### src/core/bas_pkg.sv
// Package for the breath alarm supervisor: constants, timing and carriers.
package bas_pkg;

  // Clock and time base.
  localparam int unsigned CLK_HZ = 125_000_000;
  localparam int unsigned MS_PER_S = 1000;
  localparam int unsigned S_PER_MIN = 60;
  localparam int unsigned TICK_MS = 1;
  localparam int unsigned TICK_CYCLES = CLK_HZ / MS_PER_S * TICK_MS;
  localparam int TICK_W = 17;
  localparam logic [TICK_W-1:0] TICK_LIM = TICK_W'(TICK_CYCLES - 1);

  // Supervision times, each in its own unit, then in milliseconds.
  localparam int unsigned WATCHDOG_MS = 500;
  localparam int unsigned NO_BREATH_S = 15;
  localparam int unsigned SILENCE_MIN = 2;
  localparam int unsigned TRIG_BLOCK_S = 5;
  localparam int unsigned FLASH_HZ = 2;
  localparam int unsigned NO_BREATH_MS = NO_BREATH_S * MS_PER_S;
  localparam int unsigned SILENCE_MS = SILENCE_MIN * S_PER_MIN * MS_PER_S;
  localparam int unsigned TRIG_BLOCK_MS = TRIG_BLOCK_S * MS_PER_S;
  localparam int unsigned FLASH_HALF_MS = MS_PER_S / (2 * FLASH_HZ);

  // Timer width covers the longest window in milliseconds.
  localparam int TMR_W = 17;
  localparam logic [TMR_W-1:0] WATCHDOG_LIM = TMR_W'(WATCHDOG_MS);
  localparam logic [TMR_W-1:0] NO_BREATH_LIM = TMR_W'(NO_BREATH_MS);
  localparam logic [TMR_W-1:0] SILENCE_LIM = TMR_W'(SILENCE_MS);
  localparam logic [TMR_W-1:0] TRIG_BLOCK_LIM = TMR_W'(TRIG_BLOCK_MS);
  localparam logic [TMR_W-1:0] FLASH_HALF_LIM = TMR_W'(FLASH_HALF_MS);

  // Register map.
  localparam int ADDR_W = 12;
  localparam logic [ADDR_W-1:0] CTRL_OFFSET = 12'h000;
  localparam logic [ADDR_W-1:0] STATUS_OFFSET = 12'h004;
  localparam int CTRL_FLOOR21_BIT = 0;
  localparam logic CTRL_FLOOR21_RESET = 1'b0;
  localparam int STATUS_FLAGS_LSB = 0;

  // Comparator and pin inputs, all from outside the clock domain.
  typedef struct packed {
    logic o2_low_knob_ccw;
    logic o2_high_knob_cw;
    logic o2_below_lower;
    logic o2_above_upper;
    logic o2_below_18;
    logic o2_below_21;
    logic vol_low_knob_end;
    logic vol_high_knob_end;
    logic vol_above_upper;
    logic vol_below_lower;
    logic insp_flow_low;
    logic insp_press_low;
    logic inlet_valve_full_open_n;
    logic silence_button_n;
    logic silence_cancel;
    logic hand_bagging_mode;
    logic seq_clock;
    logic inhale_phase;
    logic exhale_phase;
    logic [3:0] supply_good;
    logic pressure_ceiling_alarm;
    logic exp_press_below_trig;
    logic exp_flow_high;
    logic exp_press_rising;
  } bas_sense_s;

  localparam bas_sense_s SENSE_IDLE = '{inlet_valve_full_open_n: 1'b1,
    silence_button_n: 1'b1, supply_good: 4'hf, default: '0};

  typedef struct packed {
    logic breath_request;
    logic supply_fail;
    logic no_breath_alarm_n;
    logic sequence_fault_n;
    logic silence_window_active;
    logic gas_supply_failure;
    logic exhaled_volume_out_of_range;
    logic o2_alarm;
    logic volume_limit_knobs_parked;
    logic oxygen_limit_knobs_parked_n;
  } bas_flags_s;

  localparam bas_flags_s FLAGS_RESET = '{no_breath_alarm_n: 1'b1,
    sequence_fault_n: 1'b1, oxygen_limit_knobs_parked_n: 1'b1,
    default: '0};

  typedef struct packed {
    logic trig;
    logic no_breath;
    logic gas_supply;
    logic exhaled_volume;
    logic vol_unset;
    logic o2_alarm;
    logic o2_unset;
  } bas_lamps_s;

endpackage

### src/core/bas_sync.sv
// Two-flop synchroniser for a vector of asynchronous inputs.
module bas_sync #(
  parameter int W = 1,
  parameter logic [W-1:0] RST_VAL = '0
) (
  // Clock and reset
  input wire logic clk,
  input wire logic rst_n,
  // Data
  input wire logic [W-1:0] d,
  output logic [W-1:0] q
);

  logic [W-1:0] meta_q;

  always_ff @(posedge clk or negedge rst_n) begin
    if (!rst_n) begin
      meta_q <= RST_VAL;
      q <= RST_VAL;
    end else begin
      meta_q <= d;
      q <= meta_q;
    end
  end

endmodule

### src/core/bas_timer.sv
// Millisecond timeout timer with restart and clear.
module bas_timer (
  // Clock and reset
  input wire logic clk,
  input wire logic rst_n,
  // Control
  input wire logic tick,
  input wire logic restart,
  input wire logic clear,
  input wire logic [bas_pkg::TMR_W-1:0] limit,
  // Status
  output logic running_q,
  output logic expired_q
);

  logic [bas_pkg::TMR_W-1:0] count_q;
  logic reach;

  assign reach = running_q && tick && (count_q + 1'b1 >= limit);

  // A restart in the same cycle as a clear wins, so no press is lost.
  always_ff @(posedge clk or negedge rst_n) begin
    if (!rst_n) begin
      count_q <= '0;
      running_q <= 1'b0;
      expired_q <= 1'b0;
    end else if (restart) begin
      count_q <= '0;
      running_q <= 1'b1;
      expired_q <= 1'b0;
    end else if (clear) begin
      count_q <= '0;
      running_q <= 1'b0;
      expired_q <= 1'b0;
    end else if (reach) begin
      count_q <= '0;
      running_q <= 1'b0;
      expired_q <= 1'b1;
    end else if (running_q && tick) begin
      count_q <= count_q + 1'b1;
    end
  end

endmodule

### src/core/bas_supervisor.sv
// Alarm supervision core of the breathing machine, with an APB port.
//
// Notes on behaviour
// Oxygen knob-parked flag goes low when either oxygen knob is at its end.
// Oxygen alarm below lower, above upper, or below fixed floor 18 or 21.
// Volume knob-parked flag high when a volume knob is parked; lamp blinks.
// Exhaled volume out of range flags red flashing lamp and audible alarm.
// Gas loss: low flow, low pressure, valve fully open, not hand bagging.
// Gas loss flashes the gas supply lamp and requests the audible alarm.
// Each silence press starts or restarts a two-minute silence window.
// A cancel pulse during the silence window ends it at once.
// Silence mutes only volume, no-breath, gas supply and oxygen alarms.
// Pressure ceiling, sequencing and supply failure sound are never muted.
// Outside hand bagging, sequencing fault 0.5 s after last clock pulse.
// Sequencing fault whenever inhale and exhale phases overlap.
// No-breath alarm low after 15 s without inhale start or exhale start.
// No-breath alarm flashes its red lamp and requests the audible alarm.
// Sequencing fault or any failing supply-good input sounds the alarm.
// A 2 Hz flash rate pulses the lamps and the alarm tone.
// Each active alarm is ANDed with the flash rate onto its lamp.
// All alarms sound except the two knob-parked indications.
// Breath request and trigger lamp follow low expiratory pressure.
// Block request for 5 s after expiration start while exhaled flow is high.
// Block request while expiratory pressure rises during expiration.
// Every comparator input is synchronised before the alarm logic.
// Audible is OR of requests minus silenced mutables, gated by flash.
//
// Our own choices: register access over APB and the register offsets.
module bas_supervisor #(
  parameter logic [bas_pkg::TICK_W-1:0] P_TICK_LIM = bas_pkg::TICK_LIM,
  parameter logic [bas_pkg::TMR_W-1:0] P_WATCHDOG_LIM = bas_pkg::WATCHDOG_LIM,
  parameter logic [bas_pkg::TMR_W-1:0] P_NO_BREATH_LIM =
    bas_pkg::NO_BREATH_LIM,
  parameter logic [bas_pkg::TMR_W-1:0] P_SILENCE_LIM = bas_pkg::SILENCE_LIM,
  parameter logic [bas_pkg::TMR_W-1:0] P_TRIG_BLOCK_LIM =
    bas_pkg::TRIG_BLOCK_LIM,
  parameter logic [bas_pkg::TMR_W-1:0] P_FLASH_HALF_LIM =
    bas_pkg::FLASH_HALF_LIM
) (
  // Clock and reset
  input wire logic ref_clk,
  input wire logic rst_n,
  // APB slave
  input wire logic psel,
  input wire logic penable,
  input wire logic pwrite,
  input wire logic [bas_pkg::ADDR_W-1:0] paddr,
  input wire logic [31:0] pwdata,
  output logic [31:0] prdata,
  output logic pready,
  output logic pslverr,
  // Comparators, knobs and sequencing signals
  input wire bas_pkg::bas_sense_s sense,
  // Indications
  output bas_pkg::bas_flags_s flags_q,
  output bas_pkg::bas_lamps_s lamps_q,
  output logic audible_alarm_q
);

  bas_pkg::bas_sense_s sy;
  bas_pkg::bas_sense_s prev_q;
  bas_pkg::bas_flags_s flags_d;
  bas_pkg::bas_lamps_s lamps_d;
  logic audible_d;
  logic start_q;
  logic floor21_q;
  logic [bas_pkg::TICK_W-1:0] tick_cnt_q;
  logic tick_q;
  logic [bas_pkg::TMR_W-1:0] flash_cnt_q;
  logic flash_q;
  logic clock_rise, inhale_rise, exhale_rise;
  logic silence_press, silence_cancel_rise;
  logic wd_expired, nb_insp_expired, nb_exp_expired;
  logic sil_running, blk_running;
  logic flow_block, osc_block;
  logic mutable_req, fixed_req;
  logic setup, hit_ctrl, hit_status, wr_ok;

  // Comparators switch slowly, so a plain two-flop stage is enough.
  bas_sync #(
    .W($bits(bas_pkg::bas_sense_s)),
    .RST_VAL(bas_pkg::SENSE_IDLE)
  ) u_sync (
    .clk(ref_clk),
    .rst_n(rst_n),
    .d(sense),
    .q(sy)
  );

  // Edge history and a one-cycle start pulse that arms the timeouts.
  always_ff @(posedge ref_clk or negedge rst_n) begin
    if (!rst_n) begin
      prev_q <= bas_pkg::SENSE_IDLE;
      start_q <= 1'b1;
    end else begin
      prev_q <= sy;
      start_q <= 1'b0;
    end
  end

  assign clock_rise = sy.seq_clock && !prev_q.seq_clock;
  assign inhale_rise = sy.inhale_phase && !prev_q.inhale_phase;
  assign exhale_rise = sy.exhale_phase && !prev_q.exhale_phase;
  assign silence_press = !sy.silence_button_n && prev_q.silence_button_n;
  assign silence_cancel_rise = sy.silence_cancel && !prev_q.silence_cancel;

  // Millisecond tick shared by every timer.
  always_ff @(posedge ref_clk or negedge rst_n) begin
    if (!rst_n) begin
      tick_cnt_q <= '0;
      tick_q <= 1'b0;
    end else if (tick_cnt_q >= P_TICK_LIM) begin
      tick_cnt_q <= '0;
      tick_q <= 1'b1;
    end else begin
      tick_cnt_q <= tick_cnt_q + 1'b1;
      tick_q <= 1'b0;
    end
  end

  // Flash oscillator, toggled every half period.
  always_ff @(posedge ref_clk or negedge rst_n) begin
    if (!rst_n) begin
      flash_cnt_q <= '0;
      flash_q <= 1'b0;
    end else if (tick_q) begin
      if (flash_cnt_q + 1'b1 >= P_FLASH_HALF_LIM) begin
        flash_cnt_q <= '0;
        flash_q <= !flash_q;
      end else begin
        flash_cnt_q <= flash_cnt_q + 1'b1;
      end
    end
  end

  // Clock watchdog, held clear while the patient is hand bagged.
  bas_timer u_watchdog (
    .clk(ref_clk),
    .rst_n(rst_n),
    .tick(tick_q),
    .restart(clock_rise || start_q),
    .clear(sy.hand_bagging_mode),
    .limit(P_WATCHDOG_LIM),
    .running_q(),
    .expired_q(wd_expired)
  );

  bas_timer u_nb_insp (
    .clk(ref_clk),
    .rst_n(rst_n),
    .tick(tick_q),
    .restart(inhale_rise || start_q),
    .clear(1'b0),
    .limit(P_NO_BREATH_LIM),
    .running_q(),
    .expired_q(nb_insp_expired)
  );

  bas_timer u_nb_exp (
    .clk(ref_clk),
    .rst_n(rst_n),
    .tick(tick_q),
    .restart(exhale_rise || start_q),
    .clear(1'b0),
    .limit(P_NO_BREATH_LIM),
    .running_q(),
    .expired_q(nb_exp_expired)
  );

  // A press in the same cycle as a cancel keeps the window running.
  bas_timer u_silence (
    .clk(ref_clk),
    .rst_n(rst_n),
    .tick(tick_q),
    .restart(silence_press),
    .clear(silence_cancel_rise),
    .limit(P_SILENCE_LIM),
    .running_q(sil_running),
    .expired_q()
  );

  bas_timer u_trig_block (
    .clk(ref_clk),
    .rst_n(rst_n),
    .tick(tick_q),
    .restart(exhale_rise),
    .clear(inhale_rise),
    .limit(P_TRIG_BLOCK_LIM),
    .running_q(blk_running),
    .expired_q()
  );

  assign flow_block = sy.exhale_phase && blk_running &&
    sy.exp_flow_high;
  assign osc_block = sy.exhale_phase && sy.exp_press_rising;

  always_comb begin
    flags_d = bas_pkg::FLAGS_RESET;
    flags_d.oxygen_limit_knobs_parked_n =
      !(sy.o2_low_knob_ccw || sy.o2_high_knob_cw);
    flags_d.volume_limit_knobs_parked =
      sy.vol_low_knob_end || sy.vol_high_knob_end;
    flags_d.o2_alarm = sy.o2_below_lower || sy.o2_above_upper ||
      (floor21_q ? sy.o2_below_21 : sy.o2_below_18);
    flags_d.exhaled_volume_out_of_range =
      sy.vol_above_upper || sy.vol_below_lower;
    flags_d.gas_supply_failure = !sy.hand_bagging_mode &&
      sy.insp_flow_low && sy.insp_press_low &&
      !sy.inlet_valve_full_open_n;
    flags_d.silence_window_active = sil_running;
    flags_d.sequence_fault_n = !((wd_expired && !sy.hand_bagging_mode) ||
      (sy.inhale_phase && sy.exhale_phase));
    flags_d.no_breath_alarm_n = !(nb_insp_expired || nb_exp_expired);
    flags_d.supply_fail = (sy.supply_good != 4'hf);
    flags_d.breath_request = sy.exp_press_below_trig &&
      !flow_block && !osc_block;
  end

  // The oxygen knob lamp is steady; every other alarm lamp blinks.
  always_comb begin
    lamps_d.o2_unset = !flags_d.oxygen_limit_knobs_parked_n;
    lamps_d.o2_alarm = flags_d.o2_alarm && flash_q;
    lamps_d.vol_unset = flags_d.volume_limit_knobs_parked && flash_q;
    lamps_d.exhaled_volume =
      flags_d.exhaled_volume_out_of_range && flash_q;
    lamps_d.gas_supply = flags_d.gas_supply_failure && flash_q;
    lamps_d.no_breath = !flags_d.no_breath_alarm_n && flash_q;
    lamps_d.trig = flags_d.breath_request;
  end

  // Knob-parked indications never reach the sounder.
  assign mutable_req = flags_d.exhaled_volume_out_of_range ||
    !flags_d.no_breath_alarm_n || flags_d.gas_supply_failure ||
    flags_d.o2_alarm;
  // Supply failures are never muted, so a new one always sounds.
  assign fixed_req = sy.pressure_ceiling_alarm ||
    !flags_d.sequence_fault_n || flags_d.supply_fail;
  assign audible_d = ((mutable_req && !sil_running) || fixed_req) &&
    flash_q;

  always_ff @(posedge ref_clk or negedge rst_n) begin
    if (!rst_n) begin
      flags_q <= bas_pkg::FLAGS_RESET;
      lamps_q <= '0;
      audible_alarm_q <= 1'b0;
    end else begin
      flags_q <= flags_d;
      lamps_q <= lamps_d;
      audible_alarm_q <= audible_d;
    end
  end

  // APB slave: data and response are prepared in the setup cycle, so
  // the access phase always completes in one cycle.
  assign setup = psel && !penable;
  assign hit_ctrl = (paddr == bas_pkg::CTRL_OFFSET);
  assign hit_status = (paddr == bas_pkg::STATUS_OFFSET);
  assign wr_ok = psel && penable && pready && pwrite && !pslverr;

  always_ff @(posedge ref_clk or negedge rst_n) begin
    if (!rst_n) begin
      pready <= 1'b0;
      pslverr <= 1'b0;
      prdata <= '0;
    end else begin
      pready <= setup;
      if (setup) begin
        pslverr <= !(hit_ctrl || (hit_status && !pwrite));
        prdata <= '0;
        if (!pwrite && hit_ctrl) begin
          prdata[bas_pkg::CTRL_FLOOR21_BIT] <= floor21_q;
        end else if (!pwrite && hit_status) begin
          prdata[bas_pkg::STATUS_FLAGS_LSB +:
            $bits(bas_pkg::bas_flags_s)] <= flags_q;
        end
      end
    end
  end

  always_ff @(posedge ref_clk or negedge rst_n) begin
    if (!rst_n) begin
      floor21_q <= bas_pkg::CTRL_FLOOR21_RESET;
    end else if (wr_ok && hit_ctrl) begin
      floor21_q <= pwdata[bas_pkg::CTRL_FLOOR21_BIT];
    end
  end

  oxy_parked_a: assert property (@(posedge ref_clk)
    disable iff (!rst_n) 1'b1 |=> flags_q.oxygen_limit_knobs_parked_n ==
    !$past(sy.o2_low_knob_ccw || sy.o2_high_knob_cw))
    else $error("oxygen knob flag wrong");

  oxy_floor_a: assert property (@(posedge ref_clk)
    disable iff (!rst_n) (floor21_q && sy.o2_below_21) |=> flags_q.o2_alarm)
    else $error("oxygen floor missed");

  gas_loss_a: assert property (@(posedge ref_clk)
    disable iff (!rst_n) (!sy.hand_bagging_mode && sy.insp_flow_low &&
    sy.insp_press_low && !sy.inlet_valve_full_open_n) |=>
    flags_q.gas_supply_failure)
    else $error("gas loss not flagged");

  silence_start_a: assert property (@(posedge ref_clk)
    disable iff (!rst_n)
    silence_press |=> sil_running ##1 flags_q.silence_window_active)
    else $error("silence window not started");

  silence_cancel_a: assert property (@(posedge ref_clk)
    disable iff (!rst_n) (silence_cancel_rise && !silence_press) |=>
    !sil_running)
    else $error("silence window not cancelled");

  mute_scope_a: assert property (@(posedge ref_clk)
    disable iff (!rst_n) (sil_running && !fixed_req) |=> !audible_alarm_q)
    else $error("silenced alarm sounded");

  never_muted_a: assert property (@(posedge ref_clk)
    disable iff (!rst_n) (fixed_req && flash_q) |=> audible_alarm_q)
    else $error("unmutable alarm silent");

  phase_overlap_a: assert property (@(posedge ref_clk)
    disable iff (!rst_n)
    (sy.inhale_phase && sy.exhale_phase) |=> !flags_q.sequence_fault_n)
    else $error("phase overlap not flagged");

  watchdog_fault_a: assert property (@(posedge ref_clk)
    disable iff (!rst_n)
    (wd_expired && !sy.hand_bagging_mode) |=> !flags_q.sequence_fault_n)
    else $error("watchdog fault not flagged");

  lamp_flash_a: assert property (@(posedge ref_clk)
    disable iff (!rst_n) !flash_q |=> !lamps_q.gas_supply &&
    !lamps_q.no_breath && !lamps_q.exhaled_volume && !lamps_q.vol_unset &&
    !lamps_q.o2_alarm && !audible_alarm_q)
    else $error("lamp lit outside flash");

  trig_block_a: assert property (@(posedge ref_clk)
    disable iff (!rst_n)
    (flow_block || osc_block) |=> !flags_q.breath_request)
    else $error("blocked breath request raised");

  trig_pass_a: assert property (@(posedge ref_clk)
    disable iff (!rst_n)
    (sy.exp_press_below_trig && !flow_block && !osc_block) |=>
    flags_q.breath_request && lamps_q.trig)
    else $error("breath request missed");

  silence_cover_c: cover property (@(posedge ref_clk) disable iff (!rst_n)
    sil_running && mutable_req && !fixed_req);
  no_breath_cover_c: cover property (@(posedge ref_clk) disable iff (!rst_n)
    $fell(flags_q.no_breath_alarm_n));
  trig_cover_c: cover property (@(posedge ref_clk) disable iff (!rst_n)
    sy.exp_press_below_trig && flow_block);

endmodule

### config.mk
export PLATFORM = sky130hd
export DESIGN_NAME = bas_supervisor
export DESIGN_NICKNAME = d
export VERILOG_FILES = /design/src/core/bas_pkg.sv /design/src/core/bas_sync.sv /design/src/core/bas_timer.sv /design/src/core/bas_supervisor.sv
export SDC_FILE = /design/constraint.sdc
export NUM_CORES = 1
export LEC_CHECK = 0
export BUFFER_PORTS_ARGS = -buffer_cell sky130_fd_sc_hd__buf_4
export CORE_ASPECT_RATIO = 0.6
export CORE_MARGIN = 3
export CORE_UTILIZATION = 40
export CTS_BUF_LIST = sky130_fd_sc_hd__clkbuf_4 sky130_fd_sc_hd__clkbuf_8
export CTS_CLUSTER_DIAMETER = 80
export DETAILED_ROUTE_END_ITERATION = 10
export PLACE_DENSITY = 0.64
export SLEW_MARGIN = 20
export SYNTH_ARGS = -nofsm -noshare
export SYNTH_HDL_FRONTEND = slang
export SYNTH_SLANG_ARGS = --single-unit
export TNS_END_PERCENT = 1
### constraint.sdc
create_clock -name ref_clk -period 4.1 [get_ports ref_clk]
set_clock_uncertainty 0.1 [all_clocks]
set_input_delay 0.82 -clock ref_clk [delete_from_list [all_inputs] [get_ports ref_clk]]
set_output_delay 0.82 -clock ref_clk [all_outputs]
set_load 0.02 [all_outputs]
==> summary.txt, run 1 <==
Floorplanning
  • # IOs: 128
  • Rows: 45
  • Die area: 28060 µm²
  • Starting Density: 40.91%
  • Die height: 131.0 µm
  • Chip width: 214.3 µm
  • Area of the core: 25450 µm²

Worst setup path
  • CP max stage delay: 0.52 ns
  • Crit. End Element: register
  • R2r setup slk: 0.96 ns
  • Worst path arrival time: 3.47 ns
  • Worst R2R End: flash_cnt_q[7]$_DFFE_PN0P_
  • CP Launch Type: register
  • Cells along the critical path: ha_1 -> and3_4 -> nand2_2 -> or4_1 -> a32o_1 -> or3_1 -> or2_1 -> o31ai_2
  • R2r worst-path depth: 8
  • Worst setup path startpoint: flash_cnt_q[0]$_DFFE_PN0P_
  • Crit path max fanout: 8
  • Crit path kind: reg2reg
  • WP data required: 4.43 ns
  • Crit-path slowest cell: or3_1
  • Reg-to-Reg Start: flash_cnt_q[0]$_DFFE_PN0P_
  • Worst Setup EP: flash_cnt_q[7]$_DFFE_PN0P_

Power and ir drop
  • Switching power: 1.067 mW
  • Peak supply drop: 0.1829 mV
  • Cell internal pwr: 3.513 mW
  • Pwr/cell area: 380.2 nW/µm²
  • Pleak: 5.218 nW
  • Reg power frac: 49.5%
  • Switching Fraction: 23.30%
  • Comb pwr share: 5.1%
  • Clk pwr share: 45.4%

Detailed routing
  • DR vias: 7830
  • DRT iter0 DRCs: 623
  • Routed WL: 21740 µm
  • Pre-antenna DRT Iters: 5
  • Final routed DRC violation total: 0
  • Final antenna-violating net count: 0
  • Routed vias/inst: 5.259
  • DR WL/cell: 14.60 µm

STA
  • Setup-failing EPs final: 0
  • Hold Vio Cnt, Final: 0
  • Slew Limit Headroom: 38.93%
  • Setup TNS: 0 ns
  • Final worst path period need: 3.139 ns
  • Slew Viols, Final: 0
  • Crit share post-route: 76.56%
  • Slew @ Worst Pin: 0.9160 ns
  • RSZ-0062 raised after global routing: no
  • Highest clock rate: 0.3186 GHz

Job
  • Max_cap viols: 0

Finish
  • Register Area: 5502 µm²
  • Final instance area: 12040 µm²
  • Layout cells sized above 1: 16.45%
  • Layout Nets: 1199
  • Ant. Diodes: 0
  • Area of the multi-input gates: 4541 µm²
  • Finished Core Util: 47.33%
  • Fillers: 2386
  • Layout area overhead: 15.68%

Min path
  • Worst min-delay path class: reg2reg
  • HP Start: u_sync.meta_q[8]$_DFF_PN0_

Global route
  • GRT overflow: 0
  • Largest net degree at the start of global routing: 126
  • Number of global-route vias before repair: 7218
  • Initial antenna violation count: 0
  • First-pass GRT wire length: 36950 µm
  • GRT Overall Usage: 15.81%

Clock tree
  • Htree depth: 2
  • Clock sink total: 219
  • Total CTS buffers: 36
  • Clk Tree Root Cell: clkbuf_8
  • CTS tree: yes
  • Post-CTS resize count: 0
  • Post-CTS setup buffer count: 0
  • Clk_lat worst skew: 0.53 ns
  • Hold_buf cts: 0
  • Clk buf depth: 3
  • Reg clk slew, reported paths: 0.06 ns

Placed design
  • Cell Area, Placed: 11250 µm²
  • Dpl hpwl: 14630 µm
  • Global placement routability congestion: 0.8691
  • Port Buffers: 74

Synthesis
  • Mean Syn Cell Area: 10.08 µm²
  • Yosys warns: 0
  • Synth unique cells: 77
  • Post-synthesis sequential area ratio: 52.84%
  • Mapped Area: 10410 µm²
  • Post-Synthesis Cells: 1033
  • Asr flop ratio synth: 100.0%
  • Post-synth EDFFs: 0
  • #FFs+latches synth: 219
  • Synth Flop Type: dfrtp_1

Status
  • Outcome: completed
[state kept, by name, summed over array words and instances, names as in the netlist, 5 cells and up]
register,cells
tick_cnt_q,17
prdata,10
u_silence.count_q,17
lamps_q,7
u_nb_insp.count_q,17
prev_q,5
u_watchdog.count_q,17
flags_q,9
flash_cnt_q,17
u_nb_exp.count_q,17
u_trig_block.count_q,17
u_sync.meta_q,27
u_sync.q,27
[through the flow]
step           std cells  power [mW]  hold slack, ns  worst slack, ns
6_report            1489       4.580          0.2427           0.9609
5_1_grt             1489       4.791          0.2468           0.5989
4_1_cts             1489       4.670          0.2412           0.9718
3_5_place_dp        1424       2.541          0.2355           0.9795
3_3_place_gp        1424       2.537          0.2311            1.003
2_1_floorplan       1055       2.424          0.2312            1.246
[Yosys cell counts, types with 4 or more instances]
cell	n	area share, %
nand4_1	31	1.9
a21o_1	6	0.43
nand4b_1	4	0.34
a22oi_1	4	0.29
buf_2	6	0.29
nor4_1	18	1.1
inv_1	29	1.0
a21oi_1	35	1.7
ha_1	13	1.6
o31ai_1	6	0.43
and3_1	22	1.3
a31oi_1	5	0.30
and4_1	7	0.59
o22ai_1	12	0.72
mux2_2	5	0.54
o2bb2ai_1	5	0.42
nor2_1	78	2.8
dfstp_2	17	4.3
o21a_1	5	0.36
nand2b_1	16	0.96
mux2i_1	10	0.96
o211ai_1	7	0.50
nand2_1	99	3.6
a21boi_0	4	0.29
o21ai_0	33	1.6
nor2b_1	16	0.96
dfrtp_1	202	49
clkbuf_1	34	1.2
or2_2	8	0.48
and2_1	25	1.5
or4_1	5	0.36
a22o_1	12	1.0
or3_1	10	0.60
buf_4	23	1.7
nand3_1	54	2.6
nor4b_1	4	0.34
xor2_1	38	3.2
xnor2_1	22	1.9
nor3_1	35	1.7
nand3b_1	5	0.36
[worst min path at each step]
stage | to | slack (ns) | cells after the start
3_5_place_dp | u_sync.q[22]$_DFF_PN0_ | 0.24 | 0
3_3_place_gp | u_sync.q[22]$_DFF_PN0_ | 0.23 | 0
6_report | u_sync.q[8]$_DFF_PN0_ | 0.24 | 0
4_1_cts | u_sync.q[8]$_DFF_PN0_ | 0.24 | 0
5_1_grt | u_sync.q[8]$_DFF_PN0_ | 0.25 | 0
2_1_floorplan | u_sync.q[0]$_DFF_PN0_ | 0.23 | 0
[cell type report]
type,instances,area share (%)
sequential,219,45.68
timing repair buffer,83,5.444
clock buffer,50,5.298
inverter,29,0.9038
tap,352,3.657
clock inverter,15,1.319
multi-input combinational,741,37.70
[power groups by stage]
stage | logic [mW] | clock network (mW) | registers [mW]
detailed placement | 0.237 | 0 | 2.30
global route | 0.264 | 2.25 | 2.27
global placement | 0.235 | 0 | 2.30
floorplan | 0.134 | 0 | 2.29
finish | 0.233 | 2.08 | 2.27
CTS | 0.238 | 2.17 | 2.27
[layer usage]
metal | vias to the layer above | global-route usage, % | share of wire (%)
met5 | - | 0 | 0
met4 | 0 | 4.494 | 1.5
li1 | 3794 | - | -
met3 | 29 | 3.767 | 6.5
met1 | 3766 | 25.27 | 53
met2 | 241 | 20.80 | 39
[worst max-delay path: cells and delay by family (launching register included)]
| family | cells | cell delay [ns] |
|---|---|---|
| AND/OR/NAND/NOR | 5 | 1.68 |
| flip-flops | 1 | 0.42 |
| AO/OA/AOI/OAI | 2 | 0.52 |
| adder cells (fa/ha/maj) | 1 | 0.32 |
[cell usage in the layout (no fill, tap or decap), types with 7 or more instances in the layout]
cell type	count
dfstp_2	17
o21ai_0	33
or2_2	8
conb_1	23
o22ai_1	12
xor2_1	38
nand2_1	99
or3_1	10
buf_4	80
clkbuf_4	8
inv_1	29
clkinv_2	9
nor4_1	18
a21oi_1	35
nand4_1	31
clkbuf_8	42
nor2b_1	16
nand3_1	54
dfrtp_1	202
nand2b_1	16
and2_1	25
ha_1	13
a22o_1	12
o211ai_1	7
nor3_1	35
and3_1	22
and4_1	7
mux2i_1	10
nor2_1	78
xnor2_1	22
[cell families after synthesis]
group	share of synthesized area, %
buf+inv	4.399
other cells	0.03602
fa+ha+maj	1.562
simple gates	22.28
xor+xnor	5.047
compound gates	12.33
mux	1.502
flops	52.84
No activity file was read; power rests on OpenSTA's default activity.
==> run 2, diff against run 1 <==
ABC_AREA = 1   (was unset)
PLACE_DENSITY = 0.66   (was 0.64)
clock period = 2.75 ns   (was 4.1 ns; I/O delays follow)
==> run 2 against run 1 <==
Combinational power is 70% higher; first-iteration DRC count is 8.5% higher; maximum frequency is 32% higher; setup slack worse by 0.58 ns; design area is 7.9% higher; wire length is 12% higher; critical endpoint is now u_nb_exp.count_q[5]$_DFFE_PN0P_; clock power is 69% higher; sequential share of layout area is 3.4 points lower; via count is 13% higher; global-route usage is 1.0 points higher; clock-buffer cell count is 1 higher.
==> summary.txt, run 2 <==
Clock tree
  • Clk_lat worst skew: 0.54 ns (about the same)
  • Total CTS buffers: 35 (-2.8%)
  • Clk Tree Root Cell: clkbuf_8
  • Clk buf depth: 3 (unchanged)
  • CTS tree: yes
  • Post-CTS setup buffer count: 0 (unchanged)
  • Htree depth: 2 (unchanged)
  • Reg clk slew, reported paths: 0.06 ns (about the same)
  • Clock sink total: 219 (unchanged)

Worst setup path
  • R2r setup slk: 0.38 ns (-0.58 ns)
  • Worst path arrival time: 2.68 ns (-0.79 ns)
  • Crit path max fanout: 7 (-1)
  • Crit path kind: reg2reg
  • Worst R2R End: u_nb_exp.count_q[5]$_DFFE_PN0P_
  • Crit. End Element: register
  • Reg-to-Reg Start: u_nb_exp.count_q[0]$_DFFE_PN0P_
  • CP Launch Type: register
  • R2r worst-path depth: 14 (+6)
  • WP data required: 3.06 ns (-1.37 ns)

Power and ir drop
  • Pleak: 6.093 nW (+17%)
  • Peak supply drop: 0.2757 mV (+51%)
  • Pwr/cell area: 559.9 nW/µm² (+47%)
  • Power Total: 7.278 mW (+59%)

Detailed routing
  • Final antenna-violating net count: 0 (unchanged)
  • DR vias: 8864 (+13%)
  • Final routed DRC violation total: 0 (unchanged)
  • DRT iter0 DRCs: 676 (+8.5%)
  • Routed vias/inst: 4.727 (-10%)
  • DR WL/cell: 12.93 µm (-11%)
  • Routed WL: 24250 µm (+12%)
  • Pre-antenna DRT Iters: 5 (unchanged)

Placed design
  • Global placement routability congestion: 0.9117 (+4.9%)
  • Port Buffers: 74 (unchanged)
  • Cell Area, Placed: 11860 µm² (+5.4%)
  • Dpl hpwl: 17110 µm (+17%)
  • Placed Instances: 1786 (+25%)

Synthesis
  • Asr flop ratio synth: 100.0% (unchanged)
  • Post-synthesis simple-gate area fraction: 30.46% (+8.2 points)
  • Post-Synth Adder-Cell Area: 1.499% (-0.064 points)
  • #FFs+latches synth: 219 (unchanged)
  • Mapped Area: 10850 µm² (+4.3%)
  • Fraction of synthesized area in multiplexers: 0.09222% (-1.4 points)
  • Mean Syn Cell Area: 8.010 µm² (-21%)
  • Synth area leader: dfrtp_1
  • Post-synthesis sequential area ratio: 50.69% (-2.2 points)
  • Most instantiated cells after synthesis: nand2_1 (384), dfrtp_1 (202), nor2_1 (174), inv_1 (167), nand3_1 (91)
  • XOR/XNOR Fraction of Synth Area: 3.631% (-1.4 points)
  • Ranking of synthesized cells by area: dfrtp_1 (47%), nand2_1 (13%), nor2_1 (6.0%)
  • Synth top area share: 46.57% (-2.0 points)
  • Most common cell in the netlist: nand2_1
  • Post-Synthesis Cells: 1355 (+31%)
  • Yosys warns: 0 (unchanged)
  • Post-synth EDFFs: 0 (unchanged)
  • Synth unique cells: 45 (-42%)
  • Main combinational cell family by area after synthesis: simple AND/OR/NAND/NOR gates
  • Compound-Gate Fraction of Synth Area: 5.222% (-7.1 points)
  • Synth Flop Type: dfrtp_1

Floorplanning
  • Chip width: 218.7 µm (+2.0%)
  • Rows: 46 (+2.2%)
  • Die height: 133.6 µm (+2.0%)
  • Area of the core: 26530 µm² (+4.3%)
  • Starting Density: 40.91% (about the same)
  • Die area: 29210 µm² (+4.1%)
  • # IOs: 128 (unchanged)

Global route
  • GR Util met3: 3.784% (+0.017 points)
  • GRT Overall Usage: 16.86% (+1.0 points)
  • Largest net degree at the start of global routing: 74 (-41%)
  • Met2 usage: 23.13% (+2.3 points)
  • First-pass GRT wire length: 40550 µm (+9.7%)
  • GRT overflow: 0 (unchanged)
  • Initial antenna violation count: 0 (unchanged)
  • Routing usage on met1: 26.39% (+1.1 points)
  • Top Usage Layer GRT: met1
  • Number of global-route vias before repair: 8097 (+12%)

Finish
  • Layout Nets: 1577 (+32%)
  • Post-Layout Cell Count: 1875 (+26%)
  • Final instance area: 13000 µm² (+7.9%)
  • Largest registers: u_sync.meta_q (27), u_sync.q (27)
  • Ant. Diodes: 0 (unchanged)
  • Most frequent cells in the layout: nand2_1 (384), dfrtp_1 (202), nor2_1 (174), inv_1 (167), nand3_1 (91)
  • Most common cell after layout, fill and taps aside: nand2_1
  • Fillers: 2509 (+5.2%)
  • Register Area: 5502 µm² (unchanged)
  • Layout area overhead: 19.75%
  • Area of the multi-input gates: 4526 µm² (-0.33%)
  • Layout cells sized above 1: 14.72% (-1.7 points)

STA
  • Final worst path period need: 2.369 ns (-0.7698 ns)
  • Crit share post-route: 86.16% (+9.6 points)
  • Min Hold Slack: 0.03810 ns (-0.2046 ns)
  • Slew Limit Headroom: 49.54% (+11 points)
  • Setup TNS: 0 ns (unchanged)
  • Highest clock rate: 0.4221 GHz (+32%)
  • Slew Viols, Final: 0 (unchanged)
  • RSZ-0062 raised after global routing: no
  • Setup-failing EPs final: 0 (unchanged)
  • Slew @ Worst Pin: 0.7541 ns (-0.1620 ns)
  • Hold Vio Cnt, Final: 0 (unchanged)

Min path
  • HP Start: sense[4]
  • Hold Path Stages: 1 (+1)
  • Worst hold endpoint: u_sync.meta_q[4]$_DFF_PN1_
  • Worst min-delay path class: in2reg

Job
  • Max_cap viols: 0 (unchanged)

Status
  • Outcome: completed
[run 2: cell count changes after synthesis, moves of 20 or more]
cell,previous run,this run
and3_1,22,2
nand3_1,54,91
and2_1,25,0
clkbuf_1,34,12
inv_1,29,167
nor2_1,78,174
nand2_1,99,384
[run 2: where the power goes]
group / switching, mW / internal, mW / total, mW
combinational: 0.250 / 0.145 / 0.395
sequential: 0.0510 / 3.31 / 3.36
clock: 1.34 / 2.18 / 3.52
[run 2: logic make-up after synthesis]
| kind of cell | count (synthesis) |
|---|---|
| XOR/XNOR | 45 |
| other | 1 |
| adder cells (fa/ha/maj) | 13 |
| flip-flops | 219 |
| AND/OR/NAND/NOR | 766 |
| buffers and inverters | 216 |
| multiplexers | 1 |
| AO/OA/AOI/OAI | 94 |
[run 2: per-layer routing]
metal / up-vias / part of all wire, %
met3: 37 / 6.7
met1: 4099 / 52
met5: - / 0
met4: 0 / 1.9
met2: 236 / 40
li1: 4492 / -
[run 2: cell type report]
class / instances / area share (%)
flip-flops and latches: 219 / 42.33
multi-input cells: 942 / 34.82
repair buffers: 115 / 7.470
inverters: 175 / 5.054
clock buffers: 51 / 4.967
well taps: 360 / 3.466
clock inverters: 13 / 1.896
[run 2: metrics by stage]
step | worst slack, ns | util [%]
3_3_place_gp | 0.3769 | 44.68
2_1_floorplan | 0.8161 | -
5_1_grt | 0.04100 | 48.99
3_5_place_dp | 0.3738 | 44.68
6_report | 0.3807 | 48.99
4_1_cts | 0.3427 | 48.99
[run 2: worst max path at each step]
stage,end,start,slack (ns),cells after the start
final,u_nb_exp.count_q[5]$_DFFE_PN0P_,u_nb_exp.count_q[0]$_DFFE_PN0P_,0.38,14
after global routing,u_silence.count_q[5]$_DFFE_PN0P_,tick_q$_DFF_PN0_,0.04,7
after CTS,u_silence.count_q[5]$_DFFE_PN0P_,tick_q$_DFF_PN0_,0.34,7
after detailed placement,u_silence.count_q[4]$_DFFE_PN0P_,tick_q$_DFF_PN0_,0.37,7
after global placement,u_silence.count_q[5]$_DFFE_PN0P_,tick_q$_DFF_PN0_,0.38,7
after floorplan,flash_q$_DFFE_PN0P_,flash_cnt_q[0]$_DFFE_PN0P_,0.82,12
[run 2: worst max-delay path, cell delays in order, from the launching register on]
cell	delay, ns
dfrtp_1	0.42
ha_1	0.19
nand2_1	0.13
nor2_2	0.22
nand2_2	0.11
nor2_1	0.11
nand2_1	0.05
nand2_1	0.06
nand2_1	0.07
nor2_1	0.21
nand2_1	0.10
nand3_1	0.10
nand2_1	0.10
nand2_2	0.18
nor2_1	0.06
[run 2: timing repair]
action / 4_1_cts / 5_1_grt
hold buffers: 25 / 0
resized for setup: 0 / 0
hold endpoints to repair: 91 / 0
==> run 3, diff against run 2 <==
PLACE_DENSITY = 0.63   (was 0.66)
clock period = 2.84 ns   (was 2.75 ns; I/O delays follow)
==> run 3 against run 2 <==
Non-clock buffer count fell by 27; clock-buffer cell count rose by 2; critical endpoint is now u_silence.count_q[5]$_DFFE_PN0P_; clock power fell by 12%; highest routed layer unchanged; combinational power fell by 10%.
==> summary.txt, run 3 (same netlist as run 2, synthesis figures left out) <==
Clock tree
  • CTS tree: yes
  • Clk Tree Root Cell: clkbuf_8
  • Total CTS buffers: 35 (unchanged)
  • Post-CTS setup buffer count: 0 (unchanged)
  • Reg clk slew, reported paths: 0.07 ns (about the same)
  • Htree depth: 2 (unchanged)
  • Clock sink total: 219 (unchanged)
  • Clk buf depth: 3 (unchanged)
  • Post-CTS resize count: 0 (unchanged)
  • Hold_buf cts: 2 (-92%)
  • Clk_lat worst skew: 0.53 ns (about the same)

Finish
  • Layout area overhead: 16.75%
  • Largest registers: u_sync.meta_q (27), u_sync.q (27)
  • Ant. Diodes: 0 (unchanged)
  • Area of the multi-input gates: 4529 µm² (about the same)
  • Final instance area: 12670 µm² (-2.5%)
  • Layout cells sized above 1: 14.65% (-0.069 points)
  • Fillers: 2647 (+5.5%)
  • Register Area: 5502 µm² (unchanged)
  • Layout Nets: 1550 (-1.7%)
  • Most frequent cells in the layout: nand2_1 (384), dfrtp_1 (202), nor2_1 (174), inv_1 (167), nand3_1 (91)
  • Most common cell after layout, fill and taps aside: nand2_1

STA
  • Final worst path period need: 2.509 ns (+0.1399 ns)
  • RSZ-0062 raised after global routing: no
  • Crit share post-route: 88.35% (+2.2 points)
  • Slew Limit Headroom: 47.23% (-2.3 points)
  • Setup TNS: 0 ns (unchanged)
  • Highest clock rate: 0.3985 GHz (-5.6%)
  • Setup-failing EPs final: 0 (unchanged)
  • Hold Vio Cnt, Final: 0 (unchanged)
  • Slew Viols, Final: 0 (unchanged)
  • Slew @ Worst Pin: 0.7887 ns (+0.03461 ns)

Floorplanning
  • Die height: 133.6 µm (unchanged)
  • Starting Density: 40.91% (unchanged)
  • Chip width: 218.7 µm (unchanged)
  • Die area: 29210 µm² (unchanged)
  • Area of the core: 26530 µm² (unchanged)
  • # IOs: 128 (unchanged)
  • Rows: 46 (unchanged)

Power and ir drop
  • Power Total: 6.716 mW (-7.7%)
  • Switching power: 1.540 mW (-6.1%)
  • Reg power frac: 48.5% (+2.3 points)
  • Cell internal pwr: 5.176 mW (-8.2%)
  • Peak supply drop: 0.2410 mV (-13%)
  • Pleak: 5.940 nW (-2.5%)
  • Switching Fraction: 22.93% (+0.39 points)
  • Comb pwr share: 5.3% (about the same)
  • Clk pwr share: 46.3% (-2.1 points)
  • Pwr/cell area: 530.0 nW/µm² (-5.3%)

Worst setup path
  • Worst setup path startpoint: tick_q$_DFF_PN0_
  • WP data required: 3.15 ns (+0.09 ns)
  • CP max stage delay: 0.63 ns (+0.21 ns)
  • CP Launch Type: register
  • Crit. End Element: register
  • R2r worst-path depth: 7 (-7)
  • Cells along the critical path: nand2_1 -> inv_1 -> nor2_1 -> inv_1 -> nand3_1 -> xor2_1 -> nor2_1
  • Reg-to-Reg Start: tick_q$_DFF_PN0_
  • Crit path kind: reg2reg
  • Crit path max fanout: 14 (+7)
  • Worst R2R End: u_silence.count_q[5]$_DFFE_PN0P_
  • Worst Setup EP: u_silence.count_q[5]$_DFFE_PN0P_
  • R2r setup slk: 0.33 ns (-0.05 ns)
  • Worst path arrival time: 2.81 ns (+0.13 ns)
  • Crit-path slowest cell: nor2_1

Min path
  • HP Start: sense[20]
  • Worst min-delay path class: in2reg
  • Hold Path Stages: 1 (unchanged)

Detailed routing
  • Final antenna-violating net count: 0 (unchanged)
  • DR vias: 8613 (-2.8%)
  • Routed vias/inst: 4.661 (-1.4%)
  • Pre-antenna DRT Iters: 5 (unchanged)
  • Routed WL: 23520 µm (-3.0%)
  • Final routed DRC violation total: 0 (unchanged)
  • DR WL/cell: 12.73 µm (-1.6%)
  • DRT iter0 DRCs: 724 (+7.1%)

Global route
  • Number of global-route vias before repair: 7720 (-4.7%)
  • GRT Overall Usage: 16.39% (-0.47 points)
  • Largest net degree at the start of global routing: 67 (-9.5%)
  • GRT overflow: 0 (unchanged)
  • First-pass GRT wire length: 39160 µm (-3.4%)
  • Initial antenna violation count: 0 (unchanged)

Placed design
  • Port Buffers: 74 (unchanged)
  • Cell Area, Placed: 11810 µm² (-0.38%)
  • Global placement routability congestion: 0.9012 (-1.2%)
  • Dpl hpwl: 17140 µm (+0.20%)

Job
  • Max_cap viols: 0 (unchanged)

Status
  • Outcome: completed
[run 3: cell types whose count changed in the layout (fill, tap and decap cells not counted), sizes merged]
| cell | change |
|---|---|
| clkbuf | +2 |
| buf | -6 |
| bufinv | -3 |
| dlygate4sd3 | -21 |
| clkinvlp | +1 |
[run 3: per-layer routing]
layer	global-route usage (%)	part of all wire, %	up-vias
met1	26.86	54	3947
met4	4.207	1.8	0
met3	3.647	6.1	35
met2	21.31	38	187
met5	0	0	-
li1	-	-	4444
[run 3: power by group through the flow]
stage,Clock [mW],Combinational (mW),Sequential (mW)
final,3.11,0.355,3.25
after detailed placement,0,0.357,3.31
after global placement,0,0.353,3.31
after global routing,3.36,0.403,3.26
after CTS,3.22,0.360,3.26
after floorplan,0,0.183,3.31
[run 3: worst min path at each step]
stage	end
2_1_floorplan	audible_alarm_q$_DFF_PN0_
3_3_place_gp	u_sync.q[17]$_DFF_PN0_
3_5_place_dp	u_sync.q[18]$_DFF_PN0_
4_1_cts	u_sync.meta_q[22]$_DFF_PN0_
5_1_grt	u_sync.meta_q[22]$_DFF_PN0_
6_report	u_sync.meta_q[20]$_DFF_PN0_
[run 3: area by class of cell]
| type | count | share of cell area (%) |
|---|---|---|
| tap | 360 | 3.554 |
| clock inverter | 11 | 1.293 |
| inverter | 175 | 5.184 |
| sequential | 219 | 43.41 |
| clock buffer | 53 | 5.164 |
| timing repair buffer | 88 | 5.648 |
| multi-input combinational | 942 | 35.74 |
[run 3: critical path, delay by kind of cell, from the launching register on]
kind          cells  cell delay, ns
simple gates      4            1.09
flops             1            0.54
buf+inv           2            0.51
xor+xnor          1            0.15
[run 3: metrics by stage]
step / std cells / hold slack [ns] / setup WS [ns] / util (%)
after CTS: 1846 / 0.0002640 / 0.06763 / 47.67
after detailed placement: 1780 / 0.2347 / 0.08289 / 44.51
final: 1848 / 0.04088 / 0.3307 / 47.76
after floorplan: 1377 / 0.1724 / 0.9061 / -
after global placement: 1780 / 0.2324 / 0.1531 / 44.51
after global routing: 1848 / 0.0003978 / 0.09261 / 47.76
